## config.mk

```make
export PLATFORM = sky130hd
export DESIGN_NAME = sbc_bus_control
export DESIGN_NICKNAME = d
export VERILOG_FILES = /design/src/shared/sbc_pkg.sv /design/src/core/sbc_setup_seq.sv /design/src/core/sbc_bus_control.sv
export SDC_FILE = /design/constraint.sdc
export NUM_CORES = 1
export LEC_CHECK = 0
export BUFFER_PORTS_ARGS = -buffer_cell sky130_fd_sc_hd__buf_2
export CAP_MARGIN = 20
export CORE_UTILIZATION = 55
export DETAILED_ROUTE_END_ITERATION = 8
export PLACE_DENSITY = 0.93
export SLEW_MARGIN = 10
export SYNTH_ARGS = -nofsm -noshare
export SYNTH_HDL_FRONTEND = slang
export SYNTH_HIERARCHICAL = 1
export SYNTH_SLANG_ARGS = --single-unit
```

## constraint.sdc

```tcl
create_clock -name i_ref_clk -period 3.89 [get_ports i_ref_clk]
set_input_delay 0.1945 -clock i_ref_clk [delete_from_list [all_inputs] [get_ports i_ref_clk]]
set_output_delay 0.1945 -clock i_ref_clk [all_outputs]
set_load 0.05 [all_outputs]
```

## src/shared/sbc_pkg.sv

```systemverilog
// Notes on behaviour
// setup bit adds one extra setup clock
// drive bit puts output latch on data
// initiator drives latch only when I/O inactive
// target drives latch only when I/O active
// latch drive allowed even when not connected
// software keeps drive bit clear during scripts
// selection enable gates response to selections
// selection response works in either role
// software sets selection enable at initialisation
// connected flag sets itself on connection
// set by arbitration win or answered selection
// also set by simple arbitration win
// connected flag clear means not connected
// software write forces connected or disconnected
// bus reset bit drives reset until cleared
// software times reset for 25 us minimum
// forced even parity on send when generating
// receive checking stays odd parity regardless
// software keeps forced parity clear normally
// parity generation ignores host parity input
// parity check enable checks received bytes odd
// two lowest bits are plain storage

package sbc_pkg;

    // ----------------------------------------------------------------
    // register map
    // ----------------------------------------------------------------
    localparam int unsigned AW = 8;
    localparam logic [AW-1:0] OFS_CTL1  = 8'h00;
    localparam logic [AW-1:0] OFS_LATCH = 8'h04;
    localparam logic [AW-1:0] OFS_CTL0  = 8'h08;
    localparam logic [AW-1:0] OFS_STAT  = 8'h0c;

    localparam int unsigned B_EXTRA_SETUP = 7;
    localparam int unsigned B_DRIVE       = 6;
    localparam int unsigned B_SEL_EN      = 5;
    localparam int unsigned B_CONNECTED   = 4;
    localparam int unsigned B_BUS_RST     = 3;
    localparam int unsigned B_EVEN_PAR    = 2;

    localparam int unsigned B_TARGET  = 0;
    localparam int unsigned B_PAR_GEN = 2;
    localparam int unsigned B_PAR_CHK = 3;

    localparam int unsigned B_ST_PERR = 0;
    localparam int unsigned B_ST_RST  = 1;
    localparam int unsigned B_ST_IO   = 2;
    localparam int unsigned B_ST_SEL  = 3;
    localparam int unsigned B_ST_RX   = 8;

    localparam logic [7:0] CTL1_RST  = 8'h00;
    localparam logic [7:0] CTL0_RST  = 8'h00;
    localparam logic [7:0] LATCH_RST = 8'h00;

    localparam logic [1:0] RESP_OKAY   = 2'h0;
    localparam logic [1:0] RESP_SLVERR = 2'h2;

    // ----------------------------------------------------------------
    // timing
    // ----------------------------------------------------------------
    localparam int unsigned CLK_MHZ      = 25;
    localparam int unsigned SETUP_CYCLES = 1;
    localparam int unsigned BUS_RST_MIN_US = 25;
    localparam int unsigned BUS_RST_MIN_CYC = BUS_RST_MIN_US * CLK_MHZ;

    // ----------------------------------------------------------------
    // carriers
    // ----------------------------------------------------------------
    typedef struct packed {
        logic [AW-1:0] awaddr;
        logic          awvalid;
        logic [31:0]   wdata;
        logic [3:0]    wstrb;
        logic          wvalid;
        logic          bready;
        logic [AW-1:0] araddr;
        logic          arvalid;
        logic          rready;
    } sbc_axil_req_s;

    typedef struct packed {
        logic        awready;
        logic        wready;
        logic        bvalid;
        logic [1:0]  bresp;
        logic        arready;
        logic        rvalid;
        logic [31:0] rdata;
        logic [1:0]  rresp;
    } sbc_axil_rsp_s;

    typedef struct packed {
        logic [7:0] db;
        logic       par;
        logic       io;
        logic       sel;
        logic       rst;
    } sbc_pin_in_s;

    typedef struct packed {
        logic [7:0] db;
        logic       db_oe;
        logic       par;
        logic       par_oe;
        logic       rst;
        logic       rst_oe;
    } sbc_pin_out_s;

    function automatic logic sbc_odd_par(input logic [7:0] b);
        return ~(^b);
    endfunction

    function automatic logic sbc_mapped(input logic [AW-1:0] a);
        return (a == OFS_CTL1) || (a == OFS_LATCH) || (a == OFS_CTL0) || (a == OFS_STAT);
    endfunction

endpackage

```

## src/core/sbc_setup_seq.sv

```systemverilog
`timescale 1ns/1ps
`default_nettype none

module sbc_setup_seq
    import sbc_pkg::*;
(
    input  wire logic       i_ref_clk, // core clock
    input  wire logic       i_rst,     // sync reset, high
    input  wire logic       i_start,   // send one byte
    input  wire logic [7:0] i_byte,    // byte to send
    input  wire logic       i_extra,   // add setup clock
    output logic            o_busy,    // sequence running
    output logic            o_strobe,  // byte valid on bus
    output logic [7:0]      o_byte     // byte held for bus
);

    typedef enum logic [1:0] {IDLE, SETUP, EXTRA, STROBE} sbc_xfer_e;

    typedef struct packed {
        sbc_xfer_e  st;
        logic [3:0] cnt;
        logic [7:0] data;
    } sbc_seq_s;

    sbc_seq_s r;
    sbc_seq_s n;

    // ----------------------------------------------------------------
    // sequence
    // ----------------------------------------------------------------
    always_comb begin
        n = r;
        unique case (r.st)
            IDLE: begin
                if (i_start) begin
                    n.st   = SETUP;
                    n.cnt  = 4'(SETUP_CYCLES);
                    n.data = i_byte;
                end
            end
            SETUP: begin
                n.cnt = r.cnt - 4'h1;
                if (r.cnt <= 4'h1) begin
                    n.st = i_extra ? EXTRA : STROBE;
                end
            end
            EXTRA:  n.st = STROBE;
            STROBE: n.st = IDLE;
        endcase
    end

    always_ff @(posedge i_ref_clk) begin
        if (i_rst) begin
            r <= '0;
        end else begin
            r <= n;
        end
    end

    assign o_busy   = (r.st != IDLE);
    assign o_strobe = (r.st == STROBE);
    assign o_byte   = r.data;
endmodule // sbc_setup_seq

`default_nettype wire

```

## src/core/sbc_bus_control.sv

```systemverilog
// Register access over AXI4-Lite and the register addresses were decided locally.
`timescale 1ns/1ps
`default_nettype none

module sbc_bus_control
    import sbc_pkg::*;
(
    input  wire logic          i_ref_clk,        // core clock, 25 MHz
    input  wire logic          i_rst,            // sync reset, high
    input  wire sbc_axil_req_s i_axi,            // register bus requests
    output sbc_axil_rsp_s      o_axi,            // register bus answers
    input  wire sbc_pin_in_s   i_pins,           // bus pin levels
    output sbc_pin_out_s       o_pins,           // bus pin drives
    input  wire logic          i_tx_start,       // send byte request
    input  wire logic [7:0]    i_tx_byte,        // byte to send
    input  wire logic          i_host_par,       // host parity bit
    output logic               o_tx_busy,        // send in progress
    output logic               o_tx_strobe,      // byte valid on bus
    input  wire logic          i_rx_strobe,      // sample received byte
    output logic [7:0]         o_rx_byte,        // last received byte
    output logic               o_rx_perr,        // parity error pulse
    input  wire logic          i_arb_won,        // full arbitration won
    input  wire logic          i_simple_arb_won, // simple arbitration won
    input  wire logic          i_sel_answered,   // selection answered
    input  wire logic          i_disconnect,     // left the bus
    output logic               o_sel_respond,    // may answer selection
    output logic               o_connected,      // connected flag
    output logic               o_par_chk_en      // parity check enable
);

    // ----------------------------------------------------------------
    // state
    // ----------------------------------------------------------------
    typedef struct packed {
        sbc_pin_in_s   s1;
        sbc_pin_in_s   s2;
        logic [7:0]    ctl1;
        logic [7:0]    latch;
        logic [7:0]    ctl0;
        logic          perr;
        logic [7:0]    rx_byte;
        logic          rx_perr;
        logic          aw_got;
        logic          w_got;
        logic [AW-1:0] waddr;
        logic [31:0]   wdata;
        logic [3:0]    wstrb;
        logic          bvalid;
        logic [1:0]    bresp;
        logic          rvalid;
        logic [31:0]   rdata;
        logic [1:0]    rresp;
    } sbc_state_s;

    sbc_state_s r;
    sbc_state_s n;

    logic       seq_busy;
    logic       seq_strobe;
    logic [7:0] seq_byte;
    logic       tgt;
    logic       dir_ok;
    logic       gen_en;
    logic       chk_en;
    logic       rx_bad;
    logic [7:0] bus_byte;

    // ----------------------------------------------------------------
    // decoded controls
    // ----------------------------------------------------------------
    assign tgt    = r.ctl0[B_TARGET];
    assign gen_en = r.ctl0[B_PAR_GEN];
    assign chk_en = r.ctl0[B_PAR_CHK];

    // initiator sends while i/o is low, target while it is high
    assign dir_ok = tgt ? r.s2.io : !r.s2.io; // see R3

    // checking is odd parity whatever the forced-even bit says
    assign rx_bad = r.s2.par != sbc_odd_par(r.s2.db);

    // ----------------------------------------------------------------
    // next state
    // ----------------------------------------------------------------
    always_comb begin
        n = r;
        n.s1 = i_pins;
        n.s2 = r.s1;
        n.rx_perr = 1'b0;

        // write address and data arrive in either order
        if (i_axi.awvalid && o_axi.awready) begin
            n.aw_got = 1'b1;
            n.waddr  = i_axi.awaddr;
        end
        if (i_axi.wvalid && o_axi.wready) begin
            n.w_got = 1'b1;
            n.wdata = i_axi.wdata;
            n.wstrb = i_axi.wstrb;
        end
        if (r.bvalid && i_axi.bready) begin
            n.bvalid = 1'b0;
        end

        // leaving the bus drops the flag before any software force
        if (i_disconnect) begin
            n.ctl1[B_CONNECTED] = 1'b0;
        end

        if (r.aw_got && r.w_got) begin
            n.aw_got = 1'b0;
            n.w_got  = 1'b0;
            n.bvalid = 1'b1;
            n.bresp  = sbc_mapped(r.waddr) ? RESP_OKAY : RESP_SLVERR;
            if (r.wstrb[0]) begin
                case (r.waddr)
                    // whole byte stored; low two bits only hold data
                    OFS_CTL1:  n.ctl1 = r.wdata[7:0]; // see R14
                    OFS_LATCH: n.latch = r.wdata[7:0];
                    OFS_CTL0:  n.ctl0 = r.wdata[7:0];
                    OFS_STAT: begin
                        if (r.wdata[B_ST_PERR]) begin
                            n.perr = 1'b0;
                        end
                    end
                    default: ;
                endcase
            end
        end

        // a connection event beats a same-cycle software clear
        if (i_arb_won || i_sel_answered) begin
            n.ctl1[B_CONNECTED] = 1'b1; // see R10
        end
        if (i_simple_arb_won) begin
            n.ctl1[B_CONNECTED] = 1'b1;
        end

        // received bytes; error set wins over the clear above
        if (i_rx_strobe) begin
            n.rx_byte = r.s2.db;
            if (chk_en && rx_bad) begin
                n.perr    = 1'b1;
                n.rx_perr = 1'b1;
            end
        end

        if (r.rvalid && i_axi.rready) begin
            n.rvalid = 1'b0;
        end
        if (i_axi.arvalid && o_axi.arready) begin
            n.rvalid = 1'b1;
            n.rdata  = 32'h0;
            n.rresp  = sbc_mapped(i_axi.araddr) ? RESP_OKAY : RESP_SLVERR;
            case (i_axi.araddr)
                OFS_CTL1:  n.rdata[7:0] = r.ctl1;
                OFS_LATCH: n.rdata[7:0] = r.latch;
                OFS_CTL0:  n.rdata[7:0] = r.ctl0;
                OFS_STAT: begin
                    n.rdata[B_ST_PERR] = r.perr;
                    n.rdata[B_ST_RST]  = r.s2.rst;
                    n.rdata[B_ST_IO]   = r.s2.io;
                    n.rdata[B_ST_SEL]  = r.s2.sel;
                    n.rdata[B_ST_RX +: 8] = r.rx_byte;
                end
                default: ;
            endcase
        end
    end

    always_ff @(posedge i_ref_clk) begin
        if (i_rst) begin
            r       <= '0;
            r.ctl1  <= CTL1_RST;
            r.ctl0  <= CTL0_RST;
            r.latch <= LATCH_RST;
        end else begin
            r <= n;
        end
    end

    // ----------------------------------------------------------------
    // send sequencer
    // ----------------------------------------------------------------
    sbc_setup_seq u_seq (
        .i_ref_clk (i_ref_clk),
        .i_rst     (i_rst),
        .i_start   (i_tx_start),
        .i_byte    (i_tx_byte),
        .i_extra   (r.ctl1[B_EXTRA_SETUP]),
        .o_busy    (seq_busy),
        .o_strobe  (seq_strobe),
        .o_byte    (seq_byte)
    );

    // ----------------------------------------------------------------
    // bus drives
    // ----------------------------------------------------------------
    // manual drive overrides a running send; scripts must keep it off
    assign bus_byte = r.ctl1[B_DRIVE] ? r.latch : seq_byte;

    always_comb begin
        o_pins.db = bus_byte;
        // not gated by the connected flag, so usable before connecting
        o_pins.db_oe = (r.ctl1[B_DRIVE] || seq_busy) && dir_ok;
        if (gen_en) begin
            // forcing even parity makes every sent byte look bad
            o_pins.par = sbc_odd_par(bus_byte) ^ r.ctl1[B_EVEN_PAR]; // see R17
        end else begin
            o_pins.par = i_host_par;
        end
        o_pins.par_oe = o_pins.db_oe;
        // reset line is open drain: pull low, never drive high
        o_pins.rst    = 1'b0;
        o_pins.rst_oe = r.ctl1[B_BUS_RST];
    end

    // ----------------------------------------------------------------
    // user side and bus answers
    // ----------------------------------------------------------------
    // either role may answer; role does not gate the response
    assign o_sel_respond = r.ctl1[B_SEL_EN] && r.s2.sel; // see R7
    assign o_connected   = r.ctl1[B_CONNECTED];
    assign o_par_chk_en  = chk_en;
    assign o_tx_busy     = seq_busy;
    assign o_tx_strobe   = seq_strobe;
    assign o_rx_byte     = r.rx_byte;
    assign o_rx_perr     = r.rx_perr;

    assign o_axi.awready = !r.aw_got && !r.bvalid;
    assign o_axi.wready  = !r.w_got && !r.bvalid;
    assign o_axi.bvalid  = r.bvalid;
    assign o_axi.bresp   = r.bresp;
    assign o_axi.arready = !r.rvalid;
    assign o_axi.rvalid  = r.rvalid;
    assign o_axi.rdata   = r.rdata;
    assign o_axi.rresp   = r.rresp;

    logic ctl1_wr;
    assign ctl1_wr = r.aw_got && r.w_got && r.wstrb[0] && (r.waddr == OFS_CTL1);
endmodule // sbc_bus_control

`default_nettype wire

```

Word-level counts from Yosys, hierarchy flattened:

Cells that the tools add are included.

* register bits: 113
* bits in latches: 0
* bits in writable memories: 0
* bits in read-only memories: 0
* bits of input ports: 86
* output and inout bits: 68
* word-level logic and storage cells: 119
* memories kept: 0

* add/subtract/negate cells: 1
* multipliers: 0
* div/mod/pow operators: 0
* order comparisons: 1
* equal/unequal tests: 12
* shift-type cells: 0
* multiplexer cells: 30
* bitwise gates (word level): 4
* reductions and logical operators: 41

Operators with widths (count)
* 22-bit 2-to-1 mux: 2
* 35-bit 2-to-1 mux: 1
* 8-bit by 4-bit == test with 1-bit output (second input constant): 4
* 8-bit 2-to-1 mux: 4
* 8-bit by 3-bit == test with 1-bit output (second input constant): 2
* 8-bit logical NOT: 2
* 4-bit one-hot mux with 4 select lines: 1
* 8-bit XOR reduction: 2
* 14-bit 2-to-1 mux: 1
* 1-bit 2-to-1 mux: 12
* 4-bit one-hot mux with 3 select lines: 1
* 1-bit logical AND: 11
* 10-bit 2-to-1 mux: 1
* 3-bit AND reduction: 3
* 1-bit logical OR: 8
* 2-bit one-hot mux with 4 select lines: 1
* 4-bit one-hot mux with 2 select lines: 1
* 2-bit nonzero test: 4
* 2-bit 2-to-1 mux: 3
* 2-bit AND reduction: 3
* 1-bit logical NOT: 5
* 5-bit 2-to-1 mux: 1
* 2-bit == test (second input constant): 2
* 4-bit by 1-bit less-or-equal comparator with 1-bit output (second input constant): 1
* 10 further kinds: 13

Depth between registers and ports, before layout:

Gate-level depths: netlist of the first run.

* depth in word-level cells: 6
* mapped depth: 7
* gate-level depth less buffers: 6

Cells and area by module:

Netlist of the first run, hierarchy kept.

Modules (own cells, without submodules)
* sbc_bus_control: times used 1, cells each 429, area an instance 4103.9 um2, sequential area each 1941.9 um2
* sbc_setup_seq: times used 1, cells each 92, area an instance 745.7 um2, sequential area each 280.3 um2

Worst setup path after synthesis of the first run:

OpenSTA, ideal clock, no wires.

* path type: flip-flop to output port
* start: reg u_seq/r[12] in the netlist's numbering
* end: out o_pins[4] in the netlist's numbering
* arrival: 2.500 ns
* data required time: 3.695 ns
* path slack: 1.195 ns
* stages on the path, launching flop included: 8
* buffers on the path: 2
* cells stage by stage: dfxtp_1 > inv_1 > ha_1 > clkbuf_1 > inv_1 > o22ai_1 > a21oi_1 > buf_4

RTL lines
* start: declaration: line sbc_setup_seq.sv:25 `sbc_seq_s r;`
* start signal: assignment: line sbc_setup_seq.sv:56 `r <= n;`
* end: declaration: line sbc_bus_control.sv:13 `output sbc_pin_out_s o_pins,`

==> metrics.cfg, run 1 <==
[detailed_routing]
dr.max_layer_used=met4
vias=3608
dr.pass1.iters=4
ant_nets=0
wirelength_met1_microns=4490
viasPerCell=5.25
wl_per_cell_microns=14.3
wl_met3_microns=486
dr.first_iter.drc_count=177
drc_errors=0
wl_microns=9800
wl_met2_microns=4660

[pwr]
power_density_nw_per_um2=511
vdd_ir_drop_max_mv=0.609
leakagePower_nw=2.48

[job]
max-cap-violations=0

[timing]
timing.hold.ws_ns=0.0384
worst_pin_slew_ns=1.08
setup_viol=0
relSlewSlack=0.281
rsz0062_at_grt=no
skew_ns=0.0104
fmax_mhz=356
min_period_ns=2.81
final-hold-violation-count=0
slew_violations=0
fin_ws_ns=1.08
finalSetupTns_ns=0
finalCritPeriodShare=0.722

[place]
portBuffers=107
place_inst=671
dpl-instance-area_sq_um=5060
post-dp-hpwl_microns=7110
place_ws_ns=1.48
gp_congestion=0.833

[synth]
synth.cell_area_sq_um=4850
synth.area.top_cells=dfxtp_1 (46%), buf_4 (9.1%), mux2i_1 (7.8%)
syn_inst=521
synth_flop_cell=dfxtp_1
async_flop_share=0
ys_types=39
ys_seq_elements=111
synth_most_common_cell=dfxtp_1
ys_seq_area_frac=0.458
syn_avg_cell_area_sq_um=9.31
synth-edff-count=0
synth_top_area_share=0.458
yosysTopAreaCell=dfxtp_1
ys.warnings.count=6
ys_top_cells_by_count=dfxtp_1 (111), buf_4 (59), nand2_1 (57)

[floorplanning]
io_pins=154
die_area_sq_um=9200
coreArea_sq_um=8380
initial_core_util=0.579
row_count=33
die_h_microns=95.9
die_w_microns=95.9

[clock_tree]
post_cts_buffers=0
cts_resized=0
hold_buffers=1
cts.sinks=111
cts_root_buf=clkbuf_8
clock_path_buffers=2
clk_latency_ns=0.37
cts_buffers=9
htreeDepth=3
path_clk_slew_ns=0.11
cts_tree=done

[global_route]
grt_pass1_vias=3250
antenna_found_initial=0
grt_max_degree=113
grt.total_usage=0.221
overflow=0
grt_pass1_wl_microns=15400

[critical_path]
worstSetupPathType=flop to output port
crit_required_ns=3.70
path_max_fanout=13
arrival_ns=2.61
critPathLaunchType=flop
cp-end-kind=output port

[layout]
fin_area_sq_um=5260
n_antenna_cell=0
syn2layout_area_growth_pct=8.54
nNetsFinal=671
layout-drive-gt1-share=0.237
finalNonFillerCells=687

[status]
outcome=complete, no violations

[worst_hold_path]
hold_path_class=input port to flop

-- kinds of logic after synthesis --
logic type / count (synthesis) / share of synthesized area
AND/OR/NAND/NOR: 180 / 0.177
flip-flops: 111 / 0.458
buffers and inverters: 87 / 0.114
AO/OA/AOI/OAI: 69 / 0.0820
multiplexers: 50 / 0.116
XOR/XNOR: 16 / 0.0346
adder cells (fa/ha/maj): 7 / 0.0181
other: 1 / 0.000773
-- report_power, final --
part	leakage, nW	internal [mW]	switching (mW)
combinational	1.48	0.239	0.495
sequential	0.906	1.21	0.0577
clock	0.0965	0.301	0.389
total	2.48	1.75	0.942
-- per-layer routing --
layer  track usage  vias up
li1              -     1776
met1         0.294     1687
met2         0.358      131
met3        0.0324       14
met4        0.0983        0
met5             0        -
-- through the flow --
step | util | power, mW
finish | 0.628 | 2.69
detailed placement | 0.604 | 2.01
CTS | 0.628 | 2.69
global route | 0.628 | 2.82
global placement | 0.604 | 1.97
floorplan | - | 1.90
-- sequential cells by signal, indices dropped and copies added (netlist names) --
name and cells:
o_rx_byte 8, o_axi 20, o_pins 1, u_seq/o_byte 8
o_par_chk_en 1, gen_en 1, n 12, r 52
u_seq/r 6, o_rx_perr 1, o_connected 1
-- worst max-delay path, cell delays in order, from the launching register on --
cell and delay, ns:
dfxtp_1 0.67, mux2_2 0.42, xor2_1 0.14, xnor3_1 0.43, xor2_1 0.17, a21oi_1 0.13, buf_2 0.28
-- placed cells by master, fill, tap and decap left out, types with 2 or more instances in the layout --
| master | instances |
|---|---|
| a211oi_1 | 2 |
| a21oi_1 | 38 |
| a22oi_1 | 16 |
| and2_1 | 3 |
| buf_2 | 106 |
| clkbuf_8 | 9 |
| conb_1 | 19 |
| dfxtp_1 | 111 |
| ha_1 | 7 |
| inv_1 | 7 |
| inv_6 | 3 |
| mux2_2 | 8 |
| mux2i_1 | 38 |
| mux4_2 | 4 |
| nand2_1 | 57 |
| nand2b_1 | 4 |
| nand3_1 | 9 |
| nand4b_1 | 2 |
| nor2_1 | 55 |
| nor2b_1 | 31 |
| nor3_1 | 7 |
| nor3b_1 | 3 |
| o21ai_0 | 10 |
| xnor2_1 | 6 |
| xnor3_1 | 2 |
| xor2_1 | 8 |
-- area by class of cell --
type | count | area, sq um
fillers | 729 | 3120
flip-flops and latches | 111 | 2220
multi-input cells | 341 | 2140
repair buffers | 108 | 548
well taps | 105 | 131
clock buffers | 9 | 124
clock inverters | 6 | 68.8
inverters | 7 | 26.3
-- final timing paths --
path | startpoint | endpoint | slack (ns) | cells past startpoint
worst max-delay path | r[116] | o_pins[3] | 1.08 | 6
worst min-delay path | i_pins[10] | n[128] | 0.04 | 2
worst max register to register | r[75] | r[104] | 1.44 | 5
worst min register to register | n[126] | r[126] | 0.44 | 1
(Power assumes the default switching activity.)
==> inputs of run 2 (changes only) <==
Settings changed: CORE_UTILIZATION 55 to 51, PLACE_DENSITY 0.93 to 0.88.
Clock period 3.89 ns to 2.75 ns, I/O delays scaled along.
==> run 2 against run 1 <==
  * Clock skew is 0.00056 ns lower
  * Utilization is 2.9 points lower
  * Worst setup slack worse by 0.67 ns
  * Clock power is 52% higher
  * Die area is 7.7% higher
  * Combinational power is 44% higher
  * Register-to-register slack worse by 0.65 ns
  * Total power is 45% higher
  * Wire length is 0.34% lower
  * Critical path type unchanged
  * Largest cell class unchanged
  * Largest power group unchanged
==> metrics.cfg, run 2 (synthesis gave the netlist of run 1 again) <==
[timing]
min_period_ns=2.34
setup_viol=0
final-hold-violation-count=0
timing.hold.ws_ns=0.00722
slew_violations=0
finalSetupTns_ns=0
rsz0062_at_grt=no
finalCritPeriodShare=0.850
skew_ns=0.00989
fmax_mhz=428
worst_pin_slew_ns=0.769
relSlewSlack=0.487

[floorplanning]
io_pins=154
die_h_microns=99.5
coreArea_sq_um=9240
die_area_sq_um=9900
die_w_microns=99.5
row_count=35
initial_core_util=0.525

[pwr]
power_density_nw_per_um2=704
leakagePower_nw=2.59
vdd_ir_drop_max_mv=0.741
switchingPower_mw=1.30
p_seq_frac=0.458
clockPowerShare=0.270
p_int_mw=2.60
power_switching_share=0.334
p_comb_frac=0.272

[worst_hold_path]
hold_path_class=input port to flop
worstHoldPathCells=3
hold_end=r[76]
min_from=i_axi[51]

[critical_path]
worstSetupPathType=flop to output port
critPathLaunchType=flop
r2r_cells=5
cp-end-kind=output port
reg2reg_slack_ns=0.79
worstReg2RegStart=r[75]
worst_r2r_endpoint=o_connected
worstSetupStartpoint=r[116]
arrival_ns=2.20
path_max_fanout=2
crit_required_ns=2.61

[detailed_routing]
dr.pass1.iters=4
vias=3642
drc_errors=0
wl_microns=9770
viasPerCell=4.96
wl_per_cell_microns=13.3
ant_nets=0
dr.first_iter.drc_count=167

[layout]
largest_reg_flops=52
nNetsFinal=694
fin_area_sq_um=5540
largest-register=r
n_antenna_cell=0
finalNonFillerCells=734
final_cell_mix=dfxtp_1 (111), buf_2 (106), nand2_1 (57), nor2_1 (55)
final_common_cell=dfxtp_1
layout-drive-gt1-share=0.238
post-route-util=0.599
syn2layout_area_growth_pct=14.1

[clock_tree]
cts_buffers=9
post_cts_buffers=0
cts_resized=0
clock_path_buffers=2
hold_buffers=17
path_clk_slew_ns=0.10
htreeDepth=3
cts_root_buf=clkbuf_8
clk_latency_ns=0.36
cts_tree=done
cts.sinks=111

[global_route]
grt.total_usage=0.205
overflow=0
grt_max_degree=78
grt_pass1_vias=3361
antenna_found_initial=0
grt_pass1_wl_microns=16000

[place]
dpl-instance-area_sq_um=5140
post-dp-hpwl_microns=7170
gp_congestion=0.787
place_inst=701
portBuffers=107

[job]
max-cap-violations=0

[status]
outcome=complete, no violations

run 2: changes by cell type in the layout (fill, tap and decap cells not counted):
| cell | change |
|---|---|
| clkbuf_8 | +1 |
| bufinv_16 | +1 |
| inv_6 | -2 |
| dlygate4sd3_1 | +17 |
| buf_4 | +6 |
run 2: cell type report:
cell class / count / area, sq um
Inverter: 7 / 26.3
Clock inverter: 5 / 81.3
Tap cell: 129 / 161
Multi-Input combinational cell: 341 / 2140
Clock buffer: 10 / 138
Timing Repair Buffer: 131 / 763
Sequential cell: 111 / 2220
Fill cell: 816 / 3700
run 2: critical path: stages (launching register included):
cell and delay, ns:
dfxtp_1 0.35, mux2_2 0.35, xor2_1 0.14, xnor3_1 0.43, xor2_1 0.17, a21oi_1 0.13
buf_2 0.27
run 2: metal layers:
layer,track usage,part of all wire
met2,0.340,0.47
met1,0.267,0.45
met4,0.0645,0.014
met3,0.0464,0.061
met5,0,0
run 2: power by group through the flow:
stage                     registers (mW)  clock network [mW]  logic, mW
after floorplan                     1.80                   0      0.890
after global placement              1.81                   0      0.987
after detailed placement            1.82                   0       1.03
after CTS                           1.78                1.08       1.06
after global routing                1.80                1.15       1.15
final                               1.78                1.05       1.06
run 2: worst max path at each step:
| stage | to | slack (ns) | cells after the start |
|---|---|---|---|
| finish | o_pins[3] | 0.41 | 6 |
| global route | o_pins[3] | 0.32 | 6 |
| CTS | o_pins[3] | 0.40 | 6 |
| detailed placement | o_pins[3] | 0.81 | 6 |
| global placement | o_pins[3] | 0.82 | 6 |
| floorplan | o_pins[4] | 0.11 | 7 |
run 2: per-stage QoR:
stage / power, mW / setup WS (ns)
floorplan: 2.69 / 0.112
global placement: 2.80 / 0.823
detailed placement: 2.86 / 0.812
CTS: 3.92 / 0.398
global route: 4.10 / 0.318
finish: 3.89 / 0.413
